==> src/common/eye_monitor_cfg.svh <==
// register offsets, field positions, reset values and limits of the eye monitor
`ifndef EYE_MONITOR_CFG_SVH
`define EYE_MONITOR_CFG_SVH

// direct registers (word addresses on the 7-bit management bus)
`define ADDR_CHANNEL_SELECT   7'h10
`define ADDR_OP_CONTROL       7'h12
`define ADDR_OFFSET_SELECT    7'h13
`define ADDR_INDIRECT_DATA    7'h14

// operation control/status bits
`define OPC_WRITE_BIT         0
`define OPC_READ_BIT          1
`define OPC_BUSY_BIT          8
`define OPC_ERROR_BIT         9

// indirect offsets
`define IND_CONTROL           6'h00
`define IND_HPHASE            6'h01
`define IND_VHEIGHT           6'h02
`define IND_MODE_POL          6'h03
`define IND_BITS_LO           6'h05
`define IND_BITS_HI           6'h06
`define IND_ERRS_LO           6'h07
`define IND_ERRS_HI           6'h08

// fields of indirect offset 0 and 3
`define CTL_MON_ON_BIT        0
`define CTL_RATE_ON_BIT       1
`define CTL_COUNT_ON_BIT      2
`define CTL_SNAP_LSB          3
`define MODE_POL_BIT          2
`define MODE_SINGLE_AXIS_BIT  13

// snapshot/reset codes
`define SNAP_CLEAR_ALL        2'b01
`define SNAP_TAKE             2'b10
`define SNAP_TAKE_CLEAR       2'b11

`define RESET_ZERO            16'h0000
`define BITS_PER_INCREMENT    256
`define OP_LATENCY            4

`endif

==> src/common/eye_monitor_pkg.sv <==
// types shared by the eye monitor register block
package eye_monitor_pkg;
  typedef enum logic [1:0] {OP_IDLE, OP_RUN, OP_DONE} op_state_t;
  typedef logic [63:0] counter_t;
endpackage

==> src/design/eye_monitor_ber_registers.sv <==
// eye monitor and bit-error-rate register block behind the management port
// Contract
// - logical channel translated to physical channel
// - error flag on invalid channel or offset
// - busy high while indirect access runs
// - read/write trigger bits start indirect access
// - six-bit indirect offset register
// - sixteen-bit indirect data register
// - all registers reset to zero
// - snapshot/reset codes clear, copy, copy-then-clear
// - counter enable accumulates, else holds values
// - rate enable gates counters and checker
// - rate controls exist only with build option
// - monitor-enable bit switches eye monitor on
// - monitor-enable write forces polarity positive
// - six-bit phase, 64 steps over 2 UI
// - six-bit height, 64 threshold levels
// - bit 13 selects single-axis mode
// - polarity bit: zero negative, one positive
// - 64-bit bit counter, one per 256 bits
// - 64-bit error counter of erroneous bits
// - checker compares eye and recovered samples
// - one shared counter set, one channel
`timescale 1ns/1ps
`include "eye_monitor_cfg.svh"
`default_nettype none

module eye_monitor_ber_registers
  import eye_monitor_pkg::*;
#(
  parameter int NUM_CHANNELS = 4,
  parameter bit RATE_BLOCK   = 1'b1,
  parameter int OP_CYCLES    = `OP_LATENCY
)(
  input  wire logic        ref_clk,
  input  wire logic        nrst,
  input  wire logic [6:0]  mgmt_address,
  input  wire logic        mgmt_write,
  input  wire logic        mgmt_read,
  input  wire logic [31:0] mgmt_writedata,
  output var  logic [31:0] mgmt_readdata,
  input  wire logic        sample_eye,
  input  wire logic        sample_cdr,
  output var  logic [9:0]  phys_channel,
  output var  logic        monitor_on,
  output var  logic [5:0]  phase_step,
  output var  logic [5:0]  height_level,
  output var  logic        height_positive,
  output var  logic        single_axis_mode,
  output var  logic        checker_on
);

  if (NUM_CHANNELS < 1 || NUM_CHANNELS > 1024 || OP_CYCLES < 1 ||
      OP_CYCLES > 255)
  begin
    $error("eye_monitor_ber_registers: unsupported parameters");
  end

  // ----------------------------------------------------------------
  // helpers
  // ----------------------------------------------------------------
  function automatic logic offset_valid(input logic [5:0] off);
    case (off)
      `IND_CONTROL, `IND_HPHASE, `IND_VHEIGHT, `IND_MODE_POL:
        offset_valid = 1'b1;
      `IND_BITS_LO, `IND_BITS_HI, `IND_ERRS_LO, `IND_ERRS_HI:
        offset_valid = RATE_BLOCK;
      default: offset_valid = 1'b0;
    endcase
  endfunction

  function automatic logic write_hit(input logic [6:0] a, input logic [6:0] r,
                                     input logic wr);
    write_hit = wr && (a == r);
  endfunction

  // ----------------------------------------------------------------
  // direct registers and indirect operation engine
  // ----------------------------------------------------------------
  logic [9:0]  channel_select;
  logic [5:0]  indirect_offset_select;
  logic [15:0] indirect_data;
  logic        busy;
  logic        op_error;
  logic        op_is_write;
  logic [7:0]  op_count;
  op_state_t   op_state;
  logic [1:0]  ctl_low;
  logic        count_on;
  logic [1:0]  snap_code;
  logic [5:0]  hphase;
  logic [5:0]  vheight;
  logic [15:0] mode_pol;
  counter_t    bit_count;
  counter_t    err_count;
  counter_t    bit_snap;
  counter_t    err_snap;
  logic [7:0]  bit_prescale;
  logic        do_snap;
  logic        do_clear_cnt;
  logic        do_clear_snap;
  logic [9:0]  next_channel_select;
  logic [5:0]  next_indirect_offset_select;
  logic [15:0] next_indirect_data;
  logic        next_busy;
  logic        next_op_error;
  logic        next_op_is_write;
  logic [7:0]  next_op_count;
  op_state_t   next_op_state;
  logic [1:0]  next_ctl_low;
  logic        next_count_on;
  logic [1:0]  next_snap_code;
  logic [5:0]  next_hphase;
  logic [5:0]  next_vheight;
  logic [15:0] next_mode_pol;
  logic [31:0] next_mgmt_readdata;
  logic [15:0] ind_read_value;
  logic        chan_ok;

  assign chan_ok = (32'(channel_select) < 32'(NUM_CHANNELS));
  always_comb
  begin
    case (indirect_offset_select)
      `IND_CONTROL:  ind_read_value = {11'h000, snap_code, count_on, ctl_low};
      `IND_HPHASE:   ind_read_value = {10'h000, hphase};
      `IND_VHEIGHT:  ind_read_value = {10'h000, vheight};
      `IND_MODE_POL: ind_read_value = mode_pol;
      // 16-bit data port returns bits 15:0 and 47:32 of each counter word
      `IND_BITS_LO:  ind_read_value = bit_snap[15:0];
      `IND_BITS_HI:  ind_read_value = bit_snap[47:32];
      `IND_ERRS_LO:  ind_read_value = err_snap[15:0];
      `IND_ERRS_HI:  ind_read_value = err_snap[47:32];
      default:       ind_read_value = `RESET_ZERO;
    endcase
  end

  always_comb
  begin
    next_channel_select         = channel_select;
    next_indirect_offset_select = indirect_offset_select;
    next_indirect_data          = indirect_data;
    next_busy                   = busy;
    next_op_error               = op_error;
    next_op_is_write            = op_is_write;
    next_op_count               = op_count;
    next_op_state               = op_state;
    next_ctl_low                = ctl_low;
    next_count_on               = count_on;
    next_snap_code              = snap_code;
    next_hphase                 = hphase;
    next_vheight                = vheight;
    next_mode_pol               = mode_pol;
    do_snap                     = 1'b0;
    do_clear_cnt                = 1'b0;
    do_clear_snap               = 1'b0;

    // register writes are ignored while an operation runs
    if (!busy)
    begin
      if (write_hit(mgmt_address, `ADDR_CHANNEL_SELECT, mgmt_write))
        next_channel_select = mgmt_writedata[9:0];
      if (write_hit(mgmt_address, `ADDR_OFFSET_SELECT, mgmt_write))
        next_indirect_offset_select = mgmt_writedata[5:0];
      if (write_hit(mgmt_address, `ADDR_INDIRECT_DATA, mgmt_write))
        next_indirect_data = mgmt_writedata[15:0];
      if (write_hit(mgmt_address, `ADDR_OP_CONTROL, mgmt_write) &&
          (mgmt_writedata[`OPC_READ_BIT] || mgmt_writedata[`OPC_WRITE_BIT]))
      begin
        next_op_is_write = mgmt_writedata[`OPC_WRITE_BIT];
        next_op_error    = !(chan_ok && offset_valid(indirect_offset_select));
        next_busy        = 1'b1;
        next_op_count    = 8'(OP_CYCLES);
        next_op_state    = OP_RUN;
      end
    end

    case (op_state)
      OP_IDLE: next_op_state = next_op_state;
      OP_RUN:
        if (op_count > 8'h01)
          next_op_count = op_count - 8'h01;
        else
          next_op_state = OP_DONE;
      OP_DONE:
      begin
        next_op_state = OP_IDLE;
        next_busy     = 1'b0;
        if (!op_error && !op_is_write)
          next_indirect_data = ind_read_value;
        else if (!op_error)
          case (indirect_offset_select)
            `IND_CONTROL:
            begin
              next_ctl_low[0] = indirect_data[`CTL_MON_ON_BIT];
              if (indirect_data[`CTL_MON_ON_BIT])
                next_mode_pol[`MODE_POL_BIT] = 1'b1;
              if (RATE_BLOCK)
              begin
                next_ctl_low[1] = indirect_data[`CTL_RATE_ON_BIT];
                next_count_on   = indirect_data[`CTL_COUNT_ON_BIT];
                next_snap_code  = indirect_data[`CTL_SNAP_LSB +: 2];
                case (indirect_data[`CTL_SNAP_LSB +: 2])
                  `SNAP_CLEAR_ALL:
                  begin
                    do_clear_cnt  = 1'b1;
                    do_clear_snap = 1'b1;
                  end
                  `SNAP_TAKE: do_snap = 1'b1;
                  `SNAP_TAKE_CLEAR:
                  begin
                    do_snap      = 1'b1;
                    do_clear_cnt = 1'b1;
                  end
                  default: do_snap = 1'b0;
                endcase
              end
            end
            `IND_HPHASE:   next_hphase = indirect_data[5:0];
            `IND_VHEIGHT:  next_vheight = indirect_data[5:0];
            // reserved bits stored as written; host preserves them
            `IND_MODE_POL: next_mode_pol = indirect_data;
            default:       next_mode_pol = next_mode_pol;
          endcase
      end
      default: next_op_state = OP_IDLE;
    endcase
    case (mgmt_address)
      `ADDR_CHANNEL_SELECT: next_mgmt_readdata = {22'h000000, channel_select};
      `ADDR_OP_CONTROL:
        next_mgmt_readdata = {22'h000000, op_error, busy, 8'h00};
      `ADDR_OFFSET_SELECT:
        next_mgmt_readdata = {26'h0000000, indirect_offset_select};
      `ADDR_INDIRECT_DATA: next_mgmt_readdata = {16'h0000, indirect_data};
      default:             next_mgmt_readdata = 32'h00000000;
    endcase
    if (!mgmt_read)
      next_mgmt_readdata = mgmt_readdata;
  end

  always_ff @(posedge ref_clk or negedge nrst)
  begin
    if (!nrst)
    begin
      channel_select         <= 10'h000;
      indirect_offset_select <= 6'h00;
      indirect_data          <= 16'h0000;
      busy                   <= 1'b0;
      op_error               <= 1'b0;
      op_is_write            <= 1'b0;
      op_count               <= 8'h00;
      op_state               <= OP_IDLE;
      ctl_low                <= 2'b00;
      count_on               <= 1'b0;
      snap_code              <= 2'b00;
      hphase                 <= 6'h00;
      vheight                <= 6'h00;
      mode_pol               <= 16'h0000;
      mgmt_readdata          <= 32'h00000000;
    end
    else
    begin
      channel_select         <= next_channel_select;
      indirect_offset_select <= next_indirect_offset_select;
      indirect_data          <= next_indirect_data;
      busy                   <= next_busy;
      op_error               <= next_op_error;
      op_is_write            <= next_op_is_write;
      op_count               <= next_op_count;
      op_state               <= next_op_state;
      ctl_low                <= next_ctl_low;
      count_on               <= next_count_on;
      snap_code              <= next_snap_code;
      hphase                 <= next_hphase;
      vheight                <= next_vheight;
      mode_pol               <= next_mode_pol;
      mgmt_readdata          <= next_mgmt_readdata;
    end
  end

  // ----------------------------------------------------------------
  // shared bit checker and counters
  // ----------------------------------------------------------------
  // one counter set for all channels: switching channels corrupts it
  counter_t   next_bit_count;
  counter_t   next_err_count;
  counter_t   next_bit_snap;
  counter_t   next_err_snap;
  logic [7:0] next_bit_prescale;
  logic       counting;
  logic       bit_error;

  assign counting  = RATE_BLOCK && ctl_low[1] && count_on;
  assign bit_error = sample_eye ^ sample_cdr;
  always_comb
  begin
    next_bit_count    = bit_count;
    next_err_count    = err_count;
    next_bit_snap     = bit_snap;
    next_err_snap     = err_snap;
    next_bit_prescale = bit_prescale;
    if (counting)
    begin
      next_bit_prescale = bit_prescale + 8'h01;
      if (bit_prescale == 8'(`BITS_PER_INCREMENT - 1))
        next_bit_count = bit_count + 64'h1;
      if (bit_error)
        next_err_count = err_count + 64'h1;
    end
    if (do_snap)
    begin
      next_bit_snap = bit_count;
      next_err_snap = err_count;
    end
    if (do_clear_snap)
    begin
      next_bit_snap = 64'h0;
      next_err_snap = 64'h0;
    end
    if (do_clear_cnt)
    begin
      next_bit_count    = 64'h0;
      next_err_count    = 64'h0;
      next_bit_prescale = 8'h00;
    end
  end

  always_ff @(posedge ref_clk or negedge nrst)
  begin
    if (!nrst)
    begin
      bit_count        <= 64'h0;
      err_count        <= 64'h0;
      bit_snap         <= 64'h0;
      err_snap         <= 64'h0;
      bit_prescale     <= 8'h00;
      phys_channel     <= 10'h000;
      monitor_on       <= 1'b0;
      phase_step       <= 6'h00;
      height_level     <= 6'h00;
      height_positive  <= 1'b0;
      single_axis_mode <= 1'b0;
      checker_on       <= 1'b0;
    end
    else
    begin
      bit_count        <= next_bit_count;
      err_count        <= next_err_count;
      bit_snap         <= next_bit_snap;
      err_snap         <= next_err_snap;
      bit_prescale     <= next_bit_prescale;
      // identity map; a board-specific table would replace it
      phys_channel     <= channel_select;
      monitor_on       <= ctl_low[0];
      phase_step       <= hphase;
      height_level     <= vheight;
      height_positive  <= mode_pol[`MODE_POL_BIT];
      single_axis_mode <= mode_pol[`MODE_SINGLE_AXIS_BIT];
      checker_on       <= RATE_BLOCK && ctl_low[1];
    end
  end

endmodule

`default_nettype wire
==> config.mk <==
export PLATFORM = sky130hd
export DESIGN_NAME = eye_monitor_ber_registers
export DESIGN_NICKNAME = d
export VERILOG_FILES = /design/src/common/eye_monitor_pkg.sv /design/src/design/eye_monitor_ber_registers.sv
export VERILOG_INCLUDE_DIRS = /design/src /design/src/common
export SDC_FILE = /design/constraint.sdc
export NUM_CORES = 1
export LEC_CHECK = 0
export BUFFER_PORTS_ARGS = -buffer_cell sky130_fd_sc_hd__buf_2
export CAP_MARGIN = 30
export CORE_MARGIN = 2
export CORE_UTILIZATION = 45
export CTS_BUF_LIST = sky130_fd_sc_hd__clkbuf_16
export DETAILED_ROUTE_END_ITERATION = 12
export HOLD_SLACK_MARGIN = 0.12
export PLACE_DENSITY = 0.67
export SLEW_MARGIN = 10
export SYNTH_ARGS = -nofsm -noshare
export SYNTH_HDL_FRONTEND = slang
export SYNTH_SLANG_ARGS = --single-unit
==> constraint.sdc <==
create_clock -name ref_clk -period 6.2 [get_ports ref_clk]
set_input_delay 0.93 -clock ref_clk [delete_from_list [all_inputs] [get_ports ref_clk]]
set_output_delay 0.93 -clock ref_clk [all_outputs]
set_load 0.02 [all_outputs]
==> results.cfg <==
[route]
dr.pass1.iters = 5
drc = 0
vias = 9809
top_layer_used = met4
wirelength_met1_um = 14900
drtIter0Drc = 794
avgViaCountPerCell = 5.90
wire_per_inst_um = 18.8
routed_wl_um = 31200
dr_wl_met3_um = 1440
drtAntennaViolNets = 0
dr_wl_met2_um = 14000

[floorplanning]
core_sq_um = 28900
io-pin-count = 103
rows = 62
die_w_um = 176
initial_core_util_pct = 46.0
die_area_sq_um = 30900
die_y_um = 176

[sta]
finalClockSkew_ns = 0.0229
clock.fmax_mhz = 323
worst_pin_slew_ns = 1.03
slew_violations = 0
hold_viol = 0
rsz0062_at_grt = no
setup_viol = 0
post-route-min-period_ns = 3.09
slew_headroom_pct = 31.2
finalCritPeriodShare_pct = 49.9
fin_setup_tns_ns = 0

[synth]
syn_inst = 1202
ys_async_sr_fraction_pct = 100
synth_fa_ha_area_share_pct = 0.472
synth_compound_area_share_pct = 13.3
synth_top_family_by_area = simple AND/OR/NAND/NOR gates
netlist_area_sq_um = 13300
synthXorXnorAreaFrac_pct = 4.56
synthFlopType = dfrtp_1
ys_ff_latch = 288
yosysUniqueCellTypes = 59
synthSimpleGateAreaFrac_pct = 16.5
yosys_warnings = 0
syn_avg_cell_area_sq_um = 11.0
synth_seq_area_share_pct = 54.3
synth_edf_count = 0
synth_mux_area_share_pct = 7.19

[critical_path]
r2r-start = indirect_offset_select[2]$_DFFE_PN0P_
end_kind = flop
crit_type = flop to flop
cp_max_fo = 64
worst_setup_path_start_kind = flop
worstPathArrival_ns = 3.54
startpoint = indirect_offset_select[2]$_DFFE_PN0P_
crit_required_ns = 6.65

[placement]
dp_hpwl_um = 21300
io_buffers = 70
post_dp_cell_area_sq_um = 13900
place.gp.congestion = 0.808

[clock_tree]
post_cts_buffers = 0
clk_transition_reported_paths_ns = 0.06
numCtsBuffers = 31
cts_hold_buf = 0
cts_max_level = 1
clock-root-buffer = clkbuf_16
clk-insertion-delay-late_ns = 0.58
cts_resized = 0
clock_sinks = 288
cts_max_path_buffers = 3
tritoncts = yes

[grt]
antenna_found_initial = 0
track_usage_pct = 20.4
grt_pass1_vias = 9438
grt_pass1_wl_um = 50800
grt_max_degree = 136
overflow = 0

[worst_hold_path]
hp-start = channel_select[1]$_DFFE_PN0P_
hp-class = flop to flop

[final_layout]
final_nets = 1305
diodes = 0
final_common_cell = dfrtp_1
drive_gt1_share_pct = 15.8
area_growth_pct = 11.8
fillers = 2598
fin_area_sq_um = 14800
postLayoutCoreUtil_pct = 51.4
final_cell_mix = dfrtp_1, nor2_1, nand2_1, a22o_1, buf_2

[power]
vdd_drop_max_mv = 0.335
power_mw = 3.81
p_per_area_nw_per_um2 = 257
p_leak_nw = 6.71

[status]
status = complete, no violations

[run]
maxCapViolCount = 0
==> worst max-delay path: stages, from the launching register on <==
cell and delay, ns:
dfrtp_1 0.70, nor4_4 0.44, and2_1 0.34, and3_2 0.79, nor2_4 0.01, buf_4 0.35, a22o_1 0.27
==> stage by stage <==
stage | cells | hold slack, ns | worst slack, ns
after floorplan | 1217 | 0.365 | 3.62
after global placement | 1605 | 0.385 | 2.69
after detailed placement | 1606 | 0.385 | 2.63
after CTS | 1663 | 0.399 | 3.12
after global routing | 1663 | 0.410 | 2.85
final | 1663 | 0.399 | 3.11
==> cells in the mapped netlist, types with 10 or more instances <==
cell type	number	area, sq um
mux2_2	58	653
o31ai_1	19	143
xor2_1	34	298
xnor2_1	35	307
o21ai_0	34	170
nand3_1	43	215
buf_4	17	128
a222oi_1	11	110
inv_1	27	101
nor4_1	28	175
or3_1	14	87.6
and2_1	10	62.6
nor2_1	93	349
a22o_1	74	648
or4_1	15	113
nand4_1	39	244
buf_2	10	50.1
clkbuf_1	45	169
dfrtp_1	288	7210
o2bb2ai_1	11	96.3
nor3_1	21	105
a21oi_1	37	185
and3_1	14	87.6
o22ai_1	17	106
nand2_1	74	278
a22oi_1	18	135
and4_1	13	114
mux2i_1	30	300
==> registers in the layout (all words and copies together), names as in the netlist, 16 cells and up <==
signal         count
bit_count         48
err_count         48
bit_snap          32
err_snap          32
indirect_data     16
mgmt_readdata     16
mode_pol          16
==> per-layer routing <==
metal	track usage [%]	up-vias
li1	-	4550
met1	30.4	4965
met2	31.3	241
met3	2.51	53
met4	6.23	0
met5	0	-
==> power by group <==
group          internal, mW  switching [mW]  total [mW]
logic                0.0532           0.101       0.154
clock network         0.949           0.751        1.70
registers              1.91          0.0419        1.95
==> final cells by class <==
type | count | area, sq um | area share (%)
clock inverters | 26 | 164 | 1.11
clock buffers | 31 | 776 | 5.23
flip-flops and latches | 288 | 7210 | 48.6
multi-input cells | 825 | 5660 | 38.1
inverters | 27 | 101 | 0.683
repair buffers | 82 | 448 | 3.02
well taps | 384 | 480 | 3.24
==> logic make-up after synthesis <==
| kind of cell | after synthesis |
|---|---|
| compound gates | 242 |
| flops | 288 |
| mux | 88 |
| buf+inv | 104 |
| other cells | 1 |
| xor+xnor | 69 |
| fa+ha+maj | 5 |
| simple gates | 405 |
==> path summary, 6_finish.rpt <==
| check | endpoint | slack, ns | depth (start not counted) |
|---|---|---|---|
| setup / recovery | err_snap[41]$_DFFE_PN0P_ | 3.11 | 6 |
| hold reg to reg | phys_channel[1]$_DFF_PN0_ | 0.40 | 0 |
| max in group asynchronous | bit_snap[11]$_DFFE_PN0P_ | 4.21 | 2 |
| hold / removal | phys_channel[1]$_DFF_PN0_ | 0.40 | 0 |
| min in group asynchronous | bit_count[27]$_DFFE_PN0P_ | 0.47 | 1 |
| setup reg to reg | err_snap[41]$_DFFE_PN0P_ | 3.11 | 6 |
(Power assumes the default switching activity.)
